File: src/motor_drive_defines.svh
`ifndef MOTOR_DRIVE_DEFINES_SVH
`define MOTOR_DRIVE_DEFINES_SVH

`define ADDR_W 4
`define DATA_W 32
`define REG_AZ_CONTROL 4'h0
`define REG_PT_CONTROL 4'h1
`define REG_RATE_DIV 4'h2
`define REG_SHUTDOWN_EN 4'h3
`define REG_OVERHEAT 4'h4
`define REG_POS_CLEAR 4'h5
`define REG_AZ_POSITION 4'h6
`define REG_PT_POSITION 4'h7
`define REG_BRAKE 4'h8
`define REG_ID 4'h9
`define ID_VALUE 32'h0000_5a01
`define DUTY_W 10
`define DUTY_MAX 10'h3ff
`define PERIOD_LAST 10'h3fe
`define DIV_W 6
`define POS_W 16
`define POS_ZERO 16'h0000
`define PT_DIV_LSB 8
`define CTRL_SIGN_BIT 10
`define RATE_DIV_RESET 6'h01
`define SHUTDOWN_EN_RESET 1'b1

`endif

File: src/motor_drive_pkg.sv
package motor_drive_pkg;
  typedef struct packed {
    logic sign;
    logic [9:0] magnitude;
  } signed_control_s;

  typedef struct packed {
    logic pwm;
    logic direction;
    logic brake;
  } drive_out_s;

  typedef struct packed {
    logic step;
    logic up;
  } encoder_in_s;
endpackage

File: src/dual_motor_pwm_drive.sv
// How it works
// - signed control per channel, minus one to one
// - minus one, zero, plus one: reverse, none, full
// - each channel outputs pwm and direction
// - overheat with shutdown enabled suppresses pwm
// - per-channel overheat shutdown enable bit
// - readable overheat status bit per channel
// - divider setting 0 to 63, zero fastest
// - frequency is 40 MHz over 1023 over divider+1
// - first divider azimuth, second pitch
// - clear flag one holds counter at zero
// - clear flag zero lets counter count
// - first clear flag azimuth, second pitch
// - clear flags readable and writable
// - controls, dividers, enables read back
// - position counters signed 16-bit, clear gives zero
// - brake signal generated per channel
//
// The register offsets and the address-and-strobe port were chosen for this implementation.
`timescale 1ns/1ps
`include "motor_drive_defines.svh"

module dual_motor_pwm_drive
  import motor_drive_pkg::*;
(
  input wire logic clk_sys_i,
  input wire logic arst_n_i,
  input wire logic [3:0] addr_i,
  input wire logic [31:0] wdata_i,
  input wire logic wr_i,
  input wire logic rd_i,
  output logic [31:0] rdata_o,
  input wire logic tick_40m_i,
  input wire logic [1:0] overheat_i,
  input motor_drive_pkg::encoder_in_s az_enc_i,
  input motor_drive_pkg::encoder_in_s pt_enc_i,
  output motor_drive_pkg::drive_out_s az_drive_o,
  output motor_drive_pkg::drive_out_s pt_drive_o
);
  import motor_drive_pkg::*;

  signed_control_s azimuth_signed_control;
  signed_control_s pitch_signed_control;
  signed_control_s next_azimuth_signed_control;
  signed_control_s next_pitch_signed_control;
  logic [5:0] modulation_rate_divider [2];
  logic [5:0] next_modulation_rate_divider [2];
  logic [1:0] overheat_shutdown_enable;
  logic [1:0] next_overheat_shutdown_enable;
  logic [1:0] position_counter_clear;
  logic [1:0] next_position_counter_clear;
  logic [1:0] brake_request;
  logic [1:0] next_brake_request;
  logic [31:0] rdata;
  logic [31:0] next_rdata;
  logic [15:0] position [2];
  logic [1:0] pwm_raw;
  logic [1:0] pwm_q;
  logic [1:0] next_pwm_q;
  logic [1:0] dir_q;
  logic [1:0] next_dir_q;
  logic [1:0] brake_q;
  logic [1:0] next_brake_q;
  signed_control_s ctrl [2];
  encoder_in_s enc [2];

  function automatic logic [31:0] ctrl_word(input signed_control_s c);
    ctrl_word = {21'h0, c};
  endfunction

  assign ctrl[0] = azimuth_signed_control;
  assign ctrl[1] = pitch_signed_control;
  assign enc[0] = az_enc_i;
  assign enc[1] = pt_enc_i;

  // register file: writes
  always_comb begin
    next_azimuth_signed_control = azimuth_signed_control;
    next_pitch_signed_control = pitch_signed_control;
    next_modulation_rate_divider = modulation_rate_divider;
    next_overheat_shutdown_enable = overheat_shutdown_enable;
    next_position_counter_clear = position_counter_clear;
    next_brake_request = brake_request;
    if (wr_i) begin
      unique case (addr_i)
        // sign bit 1 is the -1 direction, magnitude 3ff is full duty
        `REG_AZ_CONTROL: next_azimuth_signed_control = wdata_i[`CTRL_SIGN_BIT:0];
        `REG_PT_CONTROL: next_pitch_signed_control = wdata_i[`CTRL_SIGN_BIT:0];
        `REG_RATE_DIV: begin
          next_modulation_rate_divider[0] = wdata_i[`DIV_W-1:0];
          next_modulation_rate_divider[1] = wdata_i[`PT_DIV_LSB+`DIV_W-1:`PT_DIV_LSB];
        end
        `REG_SHUTDOWN_EN: next_overheat_shutdown_enable = wdata_i[1:0];
        `REG_POS_CLEAR: next_position_counter_clear = wdata_i[1:0];
        `REG_BRAKE: next_brake_request = wdata_i[1:0];
        default: ;
      endcase
    end
  end

  // register file: reads, data valid the cycle after rd_i
  always_comb begin
    next_rdata = 32'h0000_0000;
    if (rd_i) begin
      unique case (addr_i)
        `REG_AZ_CONTROL: next_rdata = ctrl_word(azimuth_signed_control);
        `REG_PT_CONTROL: next_rdata = ctrl_word(pitch_signed_control);
        `REG_RATE_DIV: next_rdata = {18'h0, modulation_rate_divider[1], 2'h0,
                                     modulation_rate_divider[0]};
        `REG_SHUTDOWN_EN: next_rdata = {30'h0, overheat_shutdown_enable};
        `REG_OVERHEAT: next_rdata = {30'h0, overheat_i};
        `REG_POS_CLEAR: next_rdata = {30'h0, position_counter_clear};
        `REG_AZ_POSITION: next_rdata = {{16{position[0][15]}}, position[0]};
        `REG_PT_POSITION: next_rdata = {{16{position[1][15]}}, position[1]};
        `REG_BRAKE: next_rdata = {30'h0, brake_request};
        `REG_ID: next_rdata = `ID_VALUE;
        default: next_rdata = 32'h0000_0000;
      endcase
    end
  end

  always_ff @(posedge clk_sys_i or negedge arst_n_i) begin
    if (!arst_n_i) begin
      azimuth_signed_control <= '0;
      pitch_signed_control <= '0;
      modulation_rate_divider[0] <= `RATE_DIV_RESET;
      modulation_rate_divider[1] <= `RATE_DIV_RESET;
      overheat_shutdown_enable <= {2{`SHUTDOWN_EN_RESET}};
      position_counter_clear <= 2'b00;
      brake_request <= 2'b00;
      rdata <= 32'h0000_0000;
    end else begin
      azimuth_signed_control <= next_azimuth_signed_control;
      pitch_signed_control <= next_pitch_signed_control;
      modulation_rate_divider <= next_modulation_rate_divider;
      overheat_shutdown_enable <= next_overheat_shutdown_enable;
      position_counter_clear <= next_position_counter_clear;
      brake_request <= next_brake_request;
      rdata <= next_rdata;
    end
  end

  genvar ch;
  generate
    for (ch = 0; ch < 2; ch++) begin : g_ch
      pwm_channel u_pwm (
        .clk_sys_i(clk_sys_i),
        .arst_n_i(arst_n_i),
        .tick_i(tick_40m_i),
        .rate_div_i(modulation_rate_divider[ch]),
        .magnitude_i(ctrl[ch].magnitude),
        .pwm_o(pwm_raw[ch])
      );
      position_counter u_pos (
        .clk_sys_i(clk_sys_i),
        .arst_n_i(arst_n_i),
        .clear_i(position_counter_clear[ch]),
        .enc_i(enc[ch]),
        .count_o(position[ch])
      );
    end
  endgenerate

  // output stage, one flop so outputs are registered
  always_comb begin
    for (int i = 0; i < 2; i++) begin
      // overheat with shutdown enabled blocks excitation
      next_pwm_q[i] = pwm_raw[i] & ~(overheat_shutdown_enable[i] & overheat_i[i]);
      next_dir_q[i] = ctrl[i].sign;
      // brake when commanded or when the channel is shut down hot
      next_brake_q[i] = brake_request[i] | (overheat_shutdown_enable[i] & overheat_i[i]);
    end
  end

  always_ff @(posedge clk_sys_i or negedge arst_n_i) begin
    if (!arst_n_i) begin
      pwm_q <= 2'b00;
      dir_q <= 2'b00;
      brake_q <= 2'b00;
    end else begin
      pwm_q <= next_pwm_q;
      dir_q <= next_dir_q;
      brake_q <= next_brake_q;
    end
  end

  assign rdata_o = rdata;
  assign az_drive_o = '{pwm: pwm_q[0], direction: dir_q[0], brake: brake_q[0]};
  assign pt_drive_o = '{pwm: pwm_q[1], direction: dir_q[1], brake: brake_q[1]};
endmodule

File: src/position_counter.sv
`timescale 1ns/1ps
`include "motor_drive_defines.svh"

module position_counter
  import motor_drive_pkg::*;
(
  input wire logic clk_sys_i,
  input wire logic arst_n_i,
  input wire logic clear_i,
  input motor_drive_pkg::encoder_in_s enc_i,
  output logic [15:0] count_o
);
  logic [15:0] count;
  logic [15:0] next_count;

  always_comb begin
    next_count = count;
    if (clear_i) begin
      next_count = `POS_ZERO;
    end else if (enc_i.step) begin
      // wraps as 16-bit two's complement
      next_count = enc_i.up ? count + 16'h0001 : count - 16'h0001;
    end
  end

  always_ff @(posedge clk_sys_i or negedge arst_n_i) begin
    if (!arst_n_i) begin
      count <= `POS_ZERO;
    end else begin
      count <= next_count;
    end
  end

  assign count_o = count;
endmodule

File: src/pwm_channel.sv
`timescale 1ns/1ps
`include "motor_drive_defines.svh"

module pwm_channel
  import motor_drive_pkg::*;
(
  input wire logic clk_sys_i,
  input wire logic arst_n_i,
  input wire logic tick_i,
  input wire logic [5:0] rate_div_i,
  input wire logic [9:0] magnitude_i,
  output logic pwm_o
);
  logic [5:0] div_cnt;
  logic [5:0] next_div_cnt;
  logic [9:0] period_cnt;
  logic [9:0] next_period_cnt;
  logic pwm;
  logic next_pwm;

  always_comb begin
    next_div_cnt = div_cnt;
    next_period_cnt = period_cnt;
    if (tick_i) begin
      // divider enables the period counter once per rate_div+1 ticks
      if (div_cnt >= rate_div_i) begin
        next_div_cnt = '0;
        // 1023 counts per period, 0..1022
        if (period_cnt >= `PERIOD_LAST) begin
          next_period_cnt = '0;
        end else begin
          next_period_cnt = period_cnt + 10'h001;
        end
      end else begin
        next_div_cnt = div_cnt + 6'h01;
      end
    end
    next_pwm = (period_cnt < magnitude_i);
  end

  always_ff @(posedge clk_sys_i or negedge arst_n_i) begin
    if (!arst_n_i) begin
      div_cnt <= '0;
      period_cnt <= '0;
      pwm <= 1'b0;
    end else begin
      div_cnt <= next_div_cnt;
      period_cnt <= next_period_cnt;
      pwm <= next_pwm;
    end
  end

  assign pwm_o = pwm;
endmodule

File: config.mk
export PLATFORM = sky130hd
export DESIGN_NAME = dual_motor_pwm_drive
export DESIGN_NICKNAME = d
export VERILOG_FILES = /design/src/motor_drive_pkg.sv /design/src/dual_motor_pwm_drive.sv /design/src/position_counter.sv /design/src/pwm_channel.sv
export VERILOG_INCLUDE_DIRS = /design/src /design/src/src
export SDC_FILE = /design/constraint.sdc
export NUM_CORES = 1
export LEC_CHECK = 0
export ABC_AREA = 0
export BUFFER_PORTS_ARGS = -buffer_cell sky130_fd_sc_hd__buf_2
export CAP_MARGIN = 0
export CELL_PAD_IN_SITES_DETAIL_PLACEMENT = 1
export CELL_PAD_IN_SITES_GLOBAL_PLACEMENT = 2
export CORE_MARGIN = 2
export CORE_UTILIZATION = 34
export CTS_CLUSTER_DIAMETER = 150
export DETAILED_ROUTE_END_ITERATION = 8
export PLACE_DENSITY_LB_ADDON = 0.1
export SLEW_MARGIN = 20
export SYNTH_ARGS = -nofsm -noshare
export SYNTH_HDL_FRONTEND = slang
export SYNTH_SLANG_ARGS = --single-unit
File: constraint.sdc
create_clock -name clk_sys_i -period 2.1 [get_ports clk_sys_i]
set_input_delay 0.42 -clock clk_sys_i [delete_from_list [all_inputs] [get_ports clk_sys_i]]
set_output_delay 0.42 -clock clk_sys_i [all_outputs]
set_load 0.005 [all_outputs]
==> results of run 1 <==
==> routing by layer <==
metal | GRT usage (%) | wire length [µm]
met4 | 6.36 | 558
met1 | 27.1 | 12000
met5 | 0 | 0
met3 | 4.47 | 1050
met2 | 38.6 | 13700
==> worst max-delay path, cell delays in order, from the launching register on <==
cell and delay (ps):
dfrtp_1 410, fa_2 420, a211o_1 320, a211oi_2 280
o21ai_1 100, a21o_1 220, o21a_1 180, a32o_1 200
==> stage by stage <==
stage	hold WS [ps]	power (mW)	setup WS (ps)	cell area, µm²
2_1_floorplan	124	7.32	-284	8290
3_3_place_gp	349	9.77	-579	9750
3_5_place_dp	356	10.1	-672	9750
4_1_cts	195	13.7	-126	10700
5_1_grt	199	15.3	-183	11100
6_report	208	14.3	-132	11100
==> worst paths after layout <==
check                                                  startpoint                                endpoint  slack (ps)
min                                                   wdata_i[11]  modulation_rate_divider[3]$_DFFE_PN0P_         210
max in group asynchronous                                arst_n_i  modulation_rate_divider[0]$_DFFE_PN1P_        1000
max                          g_ch[0].u_pos.count_o[0]$_DFFE_PN0P_   g_ch[0].u_pos.count_o[10]$_DFFE_PN0P_        -130
min in group asynchronous                                arst_n_i   g_ch[0].u_pos.count_o[13]$_DFFE_PN0P_         460
max reg2reg                  g_ch[0].u_pos.count_o[0]$_DFFE_PN0P_   g_ch[0].u_pos.count_o[10]$_DFFE_PN0P_        -130
min reg2reg                azimuth_signed_control[10]$_DFFE_PN0P_                      dir_q[0]$_DFF_PN0_         450
==> logic make-up after synthesis <==
logic type	after synthesis	share of synthesized area, %
AND/OR/NAND/NOR	242	15.3
multiplexers	59	7.78
flip-flops	128	38.9
AO/OA/AOI/OAI	243	20.3
buffers and inverters	101	5.58
adder cells (fa/ha/maj)	66	10.2
XOR/XNOR	18	1.91
==> area by class of cell <==
type | count | area share [%]
clock buffer | 19 | 4.00
clock inverter | 13 | 1.57
inverter | 56 | 1.96
multi-input combinational | 628 | 45.6
sequential | 128 | 28.9
tap | 319 | 3.60
timing repair buffer | 216 | 14.3
==> flip-flops by register name, summed over array words and instances (netlist names), 11 cells and up <==
register	flops
ctrl	11
rdata_o	16
modulation_rate_divider	12
g_ch.u_pos.count_o	32
g_ch.u_pwm.period_cnt	20
azimuth_signed_control	11
g_ch.u_pwm.div_cnt	12
==> power by group <==
| group | leakage (nW) | switching [mW] | internal (mW) |
|---|---|---|---|
| sequential | 1.62 | 0.855 | 3.17 |
| clock | 0.292 | 1.23 | 1.92 |
| combinational | 3.21 | 3.45 | 3.65 |
==> timing repair <==
| action | in CTS | in global routing |
|---|---|---|
| setup endpoints to repair | 14 | 29 |
| pin swaps | 23 | 30 |
| endpoints found under the hold margin | 31 | 0 |
| resized for setup | 40 | 54 |
| setup buffers | 13 | 12 |
| hold buffers | 1 | 0 |
==> placed cells by master (no fill, tap or decap), types with 8 or more instances in the layout <==
cell type,n
nand2_1,60
a21o_1,24
o21ai_0,42
dfrtp_1,124
xnor2_1,14
buf_2,63
buf_6,14
and3_1,9
nor2_1,62
ha_1,43
ha_4,15
o21a_1,9
a31oi_1,12
nand3_1,23
o31ai_1,9
nand2b_1,17
nor2b_1,9
buf_4,132
a21oi_1,32
clkbuf_16,17
mux2_2,35
a21oi_2,9
nand4_1,8
a22oi_1,14
inv_1,53
mux2i_1,18
==> results.md, run 1 <==
- Largest net degree at the start of global routing: 56
- LEAKAGE: 5.12 nW
- WL final: 27300 µm
- Register bit total from synthesis: 128
- Top FF cell, synth: dfrtp_1
- Final min period: 2230 ps
- TritonCTS clock tree: done
- Number of top-level pins: 85
- Distinct cells, synth: 78
- Via count of the first global-routing pass: 8161
- Clk slew on worst S/H paths: 60 ps
- Crit path kind: flip-flop to flip-flop
- Mapped Cells: 857
- Max frequency: 448 MHz
- Reg area: 3210 µm²
- CP Max Fanout: 4
- Post-synth EDFFs: 0
- Initial Util: 34.9%
- Mean number of vias per cell: 5.36
- Max Root-Sink Buffers: 2
- CTS Root Buffer Type: clkbuf_16
- Fin crit share: 106%
- Max Cap Viol: 0
- CTS Buf Count: 17
- Post-Route Utilization: 46.9%
- Non-filler cells in the finished layout: 1379
- Final setup vio count: 7
- Commonest cells in the netlist: dfrtp_1 (124), ha_1 (64), nor2_1 (64), nand2_1 (60), inv_1 (55)
- Status: complete, but fails checks
- Inst Count DP: 1322
- Ranking of synthesized cells by area: dfrtp_1 (38%), ha_1 (9.7%), mux2_2 (4.8%)
- First DRT Iteration DRCs: 373
- Worst Setup End Kind: flip-flop
- Most numerous cell in the Yosys netlist: dfrtp_1
- Final ANT Viol Nets: 0
- Global-route wire length before repair: 44500 µm
- Final hold vios: 0
- Worst slew pin tran: 600 ps
- Die area: 25500 µm²
- YS warnings: 0
- Die height: 160 µm
- Multi-input gate area: 5060 µm²
- Average size of a mapped cell: 9.62 µm²
- Ant diodes: 0
- Final GP Congestion: 0.823
- Post-synth top area cell: dfrtp_1
- Layout fillers: 2672
- Failing checks: negative setup slack
- Worst Clk Skew: 12.0 ps
- DR vias: 7394
- Reg2reg path depth: 7
- Worst setup SP type: flip-flop
- Req. time, crit path: 2410 ps
- Number of cell rows: 56
- Share of layout cells above drive strength 1: 35.2%
- Slew margin rel.: 59.8%
- Register area share after synthesis: 38.9%
- Peak supply drop: 460 µV
- Worst hold path depth: 2
- Nets@finish: 1160
- Total core area: 23600 µm²
- CP arrival: 2540 ps
- Worst skew pair latency: 430 ps
- Max-slew violations: 0
- Area delta synth->final: 34.4%
- Die Wd: 160 µm
- Post-synth ARST share: 100%
- I/O Buffers: 66
- Synthesized area: 8250 µm²
- Final worst slack: -132 ps
- First-pass iteration count of the detailed router: 5
- RSZ-0062 raised after global routing: yes
- Post-Synthesis Net Count: 970
- PwrDens: 1290 nW/µm²
- Post-DP HPWL: 20400 µm
- Top cell type's share of synthesized area: 37.6%
- WL per Instance: 19.8 µm
- TNS Setup: -469 ps
- CTS H-tree lvls: 4
- # DRC: 0
- Total grt overflow: 0
- Worst Hold Class: input pin to flip-flop
- Gr usage total: 21.9%
- Initial antenna violation count: 0
- Clock Sinks: 128
(Power assumes the default switching activity.)
==> run 2: changes to the inputs <==
--- a/config.mk
+++ b/config.mk
@@ -12,11 +12,12 @@
 export CELL_PAD_IN_SITES_DETAIL_PLACEMENT = 1
 export CELL_PAD_IN_SITES_GLOBAL_PLACEMENT = 2
 export CORE_MARGIN = 2
-export CORE_UTILIZATION = 34
+export CORE_UTILIZATION = 35
 export CTS_CLUSTER_DIAMETER = 150
 export DETAILED_ROUTE_END_ITERATION = 8
 export PLACE_DENSITY_LB_ADDON = 0.1
 export SLEW_MARGIN = 20
 export SYNTH_ARGS = -nofsm -noshare
 export SYNTH_HDL_FRONTEND = slang
+export SYNTH_HIERARCHICAL = 1
 export SYNTH_SLANG_ARGS = --single-unit
==> run 2 against run 1 <==
  * The run now ends clean
  * Critical endpoint is now g_ch[1].u_pos/count_o[12]$_DFFE_PN0P_
  * Sequential share of layout area rose by 1.3 points
  * Die area shrank 1.1%
  * Final cell count is 4.8% lower
  * Flip-flop and latch count stayed put
  * Largest cell class unchanged
  * Fmax grew 8.2%
  * Non-clock buffer count fell by 39
  * Hold slack better by 20 ps
  * Utilization fell by 1.8 points
  * Critical path type unchanged
  * Design area decreased by 4.3%
  * Highest routed layer unchanged
==> results.md, run 2 <==
- Status: complete, no violations
- Total core area: 23500 µm²
- Share of layout cells above drive strength 1: 32.7%
- Mapped Cells: 828
- Final GP Congestion: 0.844
- RSZ-0062 raised after global routing: yes
- Die height: 159 µm
- Slew margin rel.: 54.1%
- Register area share after synthesis: 38.2%
- Final ANT Viol Nets: 0
- Fin crit share: 98.3%
- Worst setup SP type: flip-flop
- Post-synth EDFFs: 0
- Nets@finish: 1093
- Top FF cell, synth: dfrtp_1
- Non-filler cells in the finished layout: 1313
- Die area: 25200 µm²
- Mean number of vias per cell: 5.35
- WL per Instance: 20.1 µm
- PwrDens: 1270 nW/µm²
- Peak supply drop: 558 µV
- Max Root-Sink Buffers: 2
- CTS H-tree lvls: 4
- TritonCTS clock tree: done
- Largest net degree at the start of global routing: 47
- Post-DP HPWL: 20200 µm
- Clock Sinks: 128
- Area delta synth->final: 26.4%
- Placed cell areas: 9670 µm²
- Top cell type's share of synthesized area: 37.0%
- LEAKAGE: 5.03 nW
- Final setup vio count: 0
- I/O Buffers: 66
- Total grt overflow: 0
- TNS Setup: 0 ps
- Final min period: 2060 ps
- Worst Hold Class: input pin to flip-flop
- DR vias: 7023
- CP arrival: 2380 ps
- Crit path kind: flip-flop to flip-flop
- Final hold vios: 0
- Post-synth top area cell: dfrtp_1
- Synthesized area: 8390 µm²
- Number of top-level pins: 85
- Post-synth ARST share: 100%
- Distinct cells, synth: 76
- Worst Setup End Kind: flip-flop
- CTS Root Buffer Type: clkbuf_16
- Die Wd: 159 µm
- Register bit total from synthesis: 128
- Max reg flops: 32
- # DRC: 0
- Initial Util: 35.8%
- Commonest non-fill, non-tap cell in the layout: dfrtp_1
- Post-Route Utilization: 45.2%
- Max Cap Viol: 0
- First DRT Iteration DRCs: 288
- Req. time, crit path: 2410 ps
- Global-route wire length before repair: 42300 µm
- Clk slew on worst S/H paths: 60 ps
- CP Max Fanout: 3
- Ranking of synthesized cells by area: dfrtp_1 (37%), ha_1 (9.5%), mux2_4 (5.4%)
- YS warnings: 6
- Max frequency: 485 MHz
- Commonest cells in the netlist: dfrtp_1 (124), ha_1 (64), nor2_1 (63), nand2_1 (49), a21oi_1 (47)
- Number of cell rows: 56
- Worst skew pair latency: 420 ps
- Post-Synthesis Net Count: 941
- WL final: 26400 µm
- Max-slew violations: 0
- Most numerous cell in the Yosys netlist: dfrtp_1
- Worst Clk Skew: 7.88 ps
- First-pass iteration count of the detailed router: 5
- Via count of the first global-routing pass: 7626
- Most frequent cells in the layout: dfrtp_1 (122), buf_4 (102), buf_2 (64)
- Gr usage total: 21.2%
- Worst slew pin tran: 686 ps
- CTS Buf Count: 17
- Layout fillers: 2632
- Inst Count DP: 1266
- Post-route cell area: 10600 µm²
- Initial antenna violation count: 1
- Average size of a mapped cell: 10.1 µm²
run 2: power breakdown:
group | total, mW | internal (mW) | switching (mW)
Sequential | 4.09 | 3.18 | 0.918
Combinational | 6.43 | 3.29 | 3.14
Clock | 2.93 | 1.78 | 1.14
Total | 13.5 | 8.25 | 5.20
run 2: metal layers:
layer | part of all wire [%] | track usage, % | wire length (µm) | up-vias
met5 | 0 | 0 | 0 | -
met4 | 1.6 | 5.25 | 431 | 0
met3 | 2.8 | 3.81 | 739 | 29
met2 | 49 | 35.4 | 12900 | 93
met1 | 47 | 28.4 | 12300 | 3563
li1 | - | - | - | 3338
run 2: path summary, 6_finish.rpt:
check	end	from	slack, ps	cells past startpoint
worst max-delay path	g_ch[1].u_pos/count_o[12]$_DFFE_PN0P_	g_ch[1].u_pos/count_o[1]$_DFFE_PN0P_	40	8
worst min register to register	dir_q[0]$_DFF_PN0_	azimuth_signed_control[10]$_DFFE_PN0P_	430	0
worst min-delay path	modulation_rate_divider[5]$_DFFE_PN0P_	wdata_i[13]	230	2
worst max register to register	g_ch[1].u_pos/count_o[12]$_DFFE_PN0P_	g_ch[1].u_pos/count_o[1]$_DFFE_PN0P_	40	8
min in group asynchronous	g_ch[0].u_pos/count_o[13]$_DFFE_PN0P_	arst_n_i	510	2
max in group asynchronous	g_ch[1].u_pwm/period_cnt[9]$_DFFE_PN0P_	arst_n_i	910	3
run 2: what timing repair did:
item	in CTS	in global routing
buffers inserted	2	11
endpoints found under the setup margin	12	13
endpoints found under the hold margin	40	0
pin swaps	1	20
hold buffers	1	0
gates resized for setup	3	37
gates cloned	0	1
run 2: cell families after synthesis:
group | count (synthesis) | share of synthesized area, %
AO/OA/AOI/OAI | 238 | 20.2
AND/OR/NAND/NOR | 219 | 13.6
flip-flops | 128 | 38.2
buffers and inverters | 91 | 5.95
adder cells (fa/ha/maj) | 66 | 10.0
multiplexers | 63 | 9.53
XOR/XNOR | 23 | 2.40
run 2: layout make-up:
class / instances / area, µm² / area share (%)
Tap cell: 319 / 399 / 3.76
Clock inverter: 9 / 113 / 1.06
Antenna cell: 1 / 2.50 / 0.0236
Inverter: 47 / 184 / 1.73
Clock buffer: 23 / 458 / 4.32
Sequential cell: 128 / 3210 / 30.3
Timing Repair Buffer: 177 / 1270 / 11.9
Multi-Input combinational cell: 609 / 4970 / 46.9
run 2: worst max-delay path, stage by stage, from the launching register on:
cell      delay [ps]
dfrtp_1          400
buf_4            150
fa_2             370
a21oi_4          170
o21ai_4          100
a211oi_4         260
a31oi_1          150
xor2_1           170
a22o_1           200
run 2: through the flow:
stage / setup WS (ps) / power, mW / hold slack, ps
floorplan: -233 / 7.58 / 124
CTS: 2.03 / 13.0 / 214
detailed placement: -564 / 9.95 / 400
global placement: -467 / 9.63 / 388
global route: -65.2 / 14.5 / 206
finish: 36.2 / 13.5 / 228
==> run 3: changes to the inputs <==
--- a/config.mk
+++ b/config.mk
@@ -16,6 +16,7 @@
 export CTS_CLUSTER_DIAMETER = 150
 export DETAILED_ROUTE_END_ITERATION = 8
 export PLACE_DENSITY_LB_ADDON = 0.1
+export SETUP_SLACK_MARGIN = 0.4
 export SLEW_MARGIN = 20
 export SYNTH_ARGS = -nofsm -noshare
 export SYNTH_HDL_FRONTEND = slang
==> run 3 against run 2 <==
  * Register-to-register slack is essentially flat
  * Clock skew increased by 3.5 ps
  * Combinational power up 34%
  * Final cell count is 4.4% higher
  * Routed wire length is 9.7% higher
  * Largest cell class unchanged
  * Utilization rose by 5.5 points
==> results.md, run 3 (synthesis results as in run 2) <==
- Status: complete, no violations
- Largest net degree at the start of global routing: 49
- CTS Root Buffer Type: clkbuf_16
- First-pass iteration count of the detailed router: 6
- Worst Setup End Kind: flip-flop
- Worst Hold Class: input pin to flip-flop
- Worst Clk Skew: 11.4 ps
- Clock Sinks: 128
- Number of top-level pins: 85
- Fin Hold WS: 229 ps
- Post-route cell area: 11900 µm²
- WL final: 28900 µm
- Max reg flops: 32
- Placement Setup Slack: -482 ps
- Reg2reg path depth: 8
- Nets@finish: 1151
- LEAKAGE: 5.46 nW
- Worst setup SP type: flip-flop
- Multi-input gate area: 5710 µm²
- Reg area: 3220 µm²
- Critical path's largest stage delay: 440 ps
- Reg2reg setup slack: 40 ps
- PwrDens: 1330 nW/µm²
- I/O Buffers: 66
- Worst skew pair latency: 430 ps
- Clk slew on worst S/H paths: 60 ps
- Cells along the critical path: fa_2, a211oi_4, o21ai_4, buf_6, nand2_2, o21ai_2, a2111o_1, nand3_1
- Req. time, crit path: 2450 ps
- Worst slew pin tran: 655 ps
- Die area: 25200 µm²
- Most frequent cells in the layout: buf_4 (144), dfrtp_1 (112), buf_2 (64)
- Layout fillers: 2545
- Initial Util: 35.8%
- CP arrival: 2410 ps
- Final GP Congestion: 0.836
- TNS Setup: 0 ps
- Total grt overflow: 0
- RSZ-0062 raised after global routing: yes
- Final ANT Viol Nets: 0
- # DRC: 0
- Gr usage total: 22.5%
- Mean number of vias per cell: 5.33
- Max Cap Viol: 0
- Peak supply drop: 560 µV
- Slew margin rel.: 56.2%
- Placed cell areas: 9770 µm²
- CTS H-tree lvls: 4
- DR vias: 7303
- Power, Total: 15.9 mW
- Max frequency: 486 MHz
- Max Root-Sink Buffers: 2
- Final setup vio count: 0
- Fin crit share: 98.0%
- WL per Instance: 21.1 µm
- Post-DP HPWL: 20200 µm
- Die Wd: 159 µm
- Total core area: 23500 µm²
- Area delta synth->final: 41.9%
- Crit path kind: flip-flop to flip-flop
- CP Max Fanout: 5
- Initial antenna violation count: 2
- Worst Setup SP: g_ch[0].u_pos/count_o[1]$_DFFE_PN0P_
- Final hold vios: 0
- Crit-path slowest cell: dfrtp_2
- Die height: 159 µm
- Final worst slack: 41.5 ps
- Max-slew violations: 0
- TritonCTS clock tree: done
- Commonest non-fill, non-tap cell in the layout: buf_4
- CP endpoint: g_ch[0].u_pos/count_o[10]$_DFFE_PN0P_
- Final min period: 2060 ps
- Number of cell rows: 56
- Worst r2r src: g_ch[0].u_pos/count_o[1]$_DFFE_PN0P_
- Share of layout cells above drive strength 1: 46.4%
- Global-route wire length before repair: 44700 µm
- CTS Buf Count: 17
- First DRT Iteration DRCs: 271
- Reg2Reg Capture Point: g_ch[0].u_pos/count_o[10]$_DFFE_PN0P_
- Via count of the first global-routing pass: 7944
## run 3: cell types whose count changed in the layout (fill, tap and decap cells not counted), moves of 13 or more
cell     delta
a21oi_1    -13
o21ai_2    +15
ha_4       +15
buf_6      +13
ha_1       -13
buf_4      +42
## run 3: worst max-delay path, delay by kind of cell (launching register included)
family	cells	cell delay, ps
AO/OA/AOI/OAI	4	890
adder cells (fa/ha/maj)	1	390
buffers and inverters	1	140
flip-flops	1	440
AND/OR/NAND/NOR	2	130
## run 3: area by class of cell
class | instances | area share, %
clock buffers | 21 | 3.87
repair buffers | 235 | 14.9
flip-flops and latches | 128 | 27.1
well taps | 319 | 3.35
multi-input cells | 609 | 48.0
inverters | 47 | 1.55
clock inverters | 11 | 1.29
diodes | 1 | 0.0210
## run 3: worst min path at each step
stage	from	endpoint	slack, ps	cells past startpoint
finish	wdata_i[11]	modulation_rate_divider[3]$_DFFE_PN0P_	230	2
global route	wdata_i[13]	modulation_rate_divider[5]$_DFFE_PN0P_	220	2
CTS	wdata_i[11]	modulation_rate_divider[3]$_DFFE_PN0P_	210	2
detailed placement	arst_n_i	g_ch[0].u_pos/count_o[13]$_DFFE_PN0P_	410	1
global placement	arst_n_i	g_ch[0].u_pos/count_o[13]$_DFFE_PN0P_	400	1
floorplan	arst_n_i	azimuth_signed_control[0]$_DFFE_PN0P_	120	0
## run 3: routing by layer
metal	vias up	part of all wire (%)	GRT usage, %	routed length [µm]
met4	0	1.9	6.21	542
met2	92	50	38.3	14600
met5	-	0	0	0
met3	29	2.8	3.87	809
li1	3449	-	-	-
met1	3733	45	29.5	13000
## run 3: metrics by stage
stage	util, %	std cells
finish	50.7	1371
global route	50.7	1371
CTS	48.0	1343
detailed placement	41.6	1275
global placement	41.6	1275
floorplan	-	828
## run 3: power by group
part | internal, mW | switching [mW]
sequential | 3.19 | 0.917
clock | 1.94 | 1.21
combinational | 4.51 | 4.08
total | 9.65 | 6.21
## run 3: repair_timing
item	4_1_cts	5_1_grt
buffers inserted	33	27
hold endpoints to repair	41	0
gates resized for setup	107	95
gates cloned	2	0
pin swaps	78	57
endpoints found under the setup margin	53	70
hold buffers	1	0
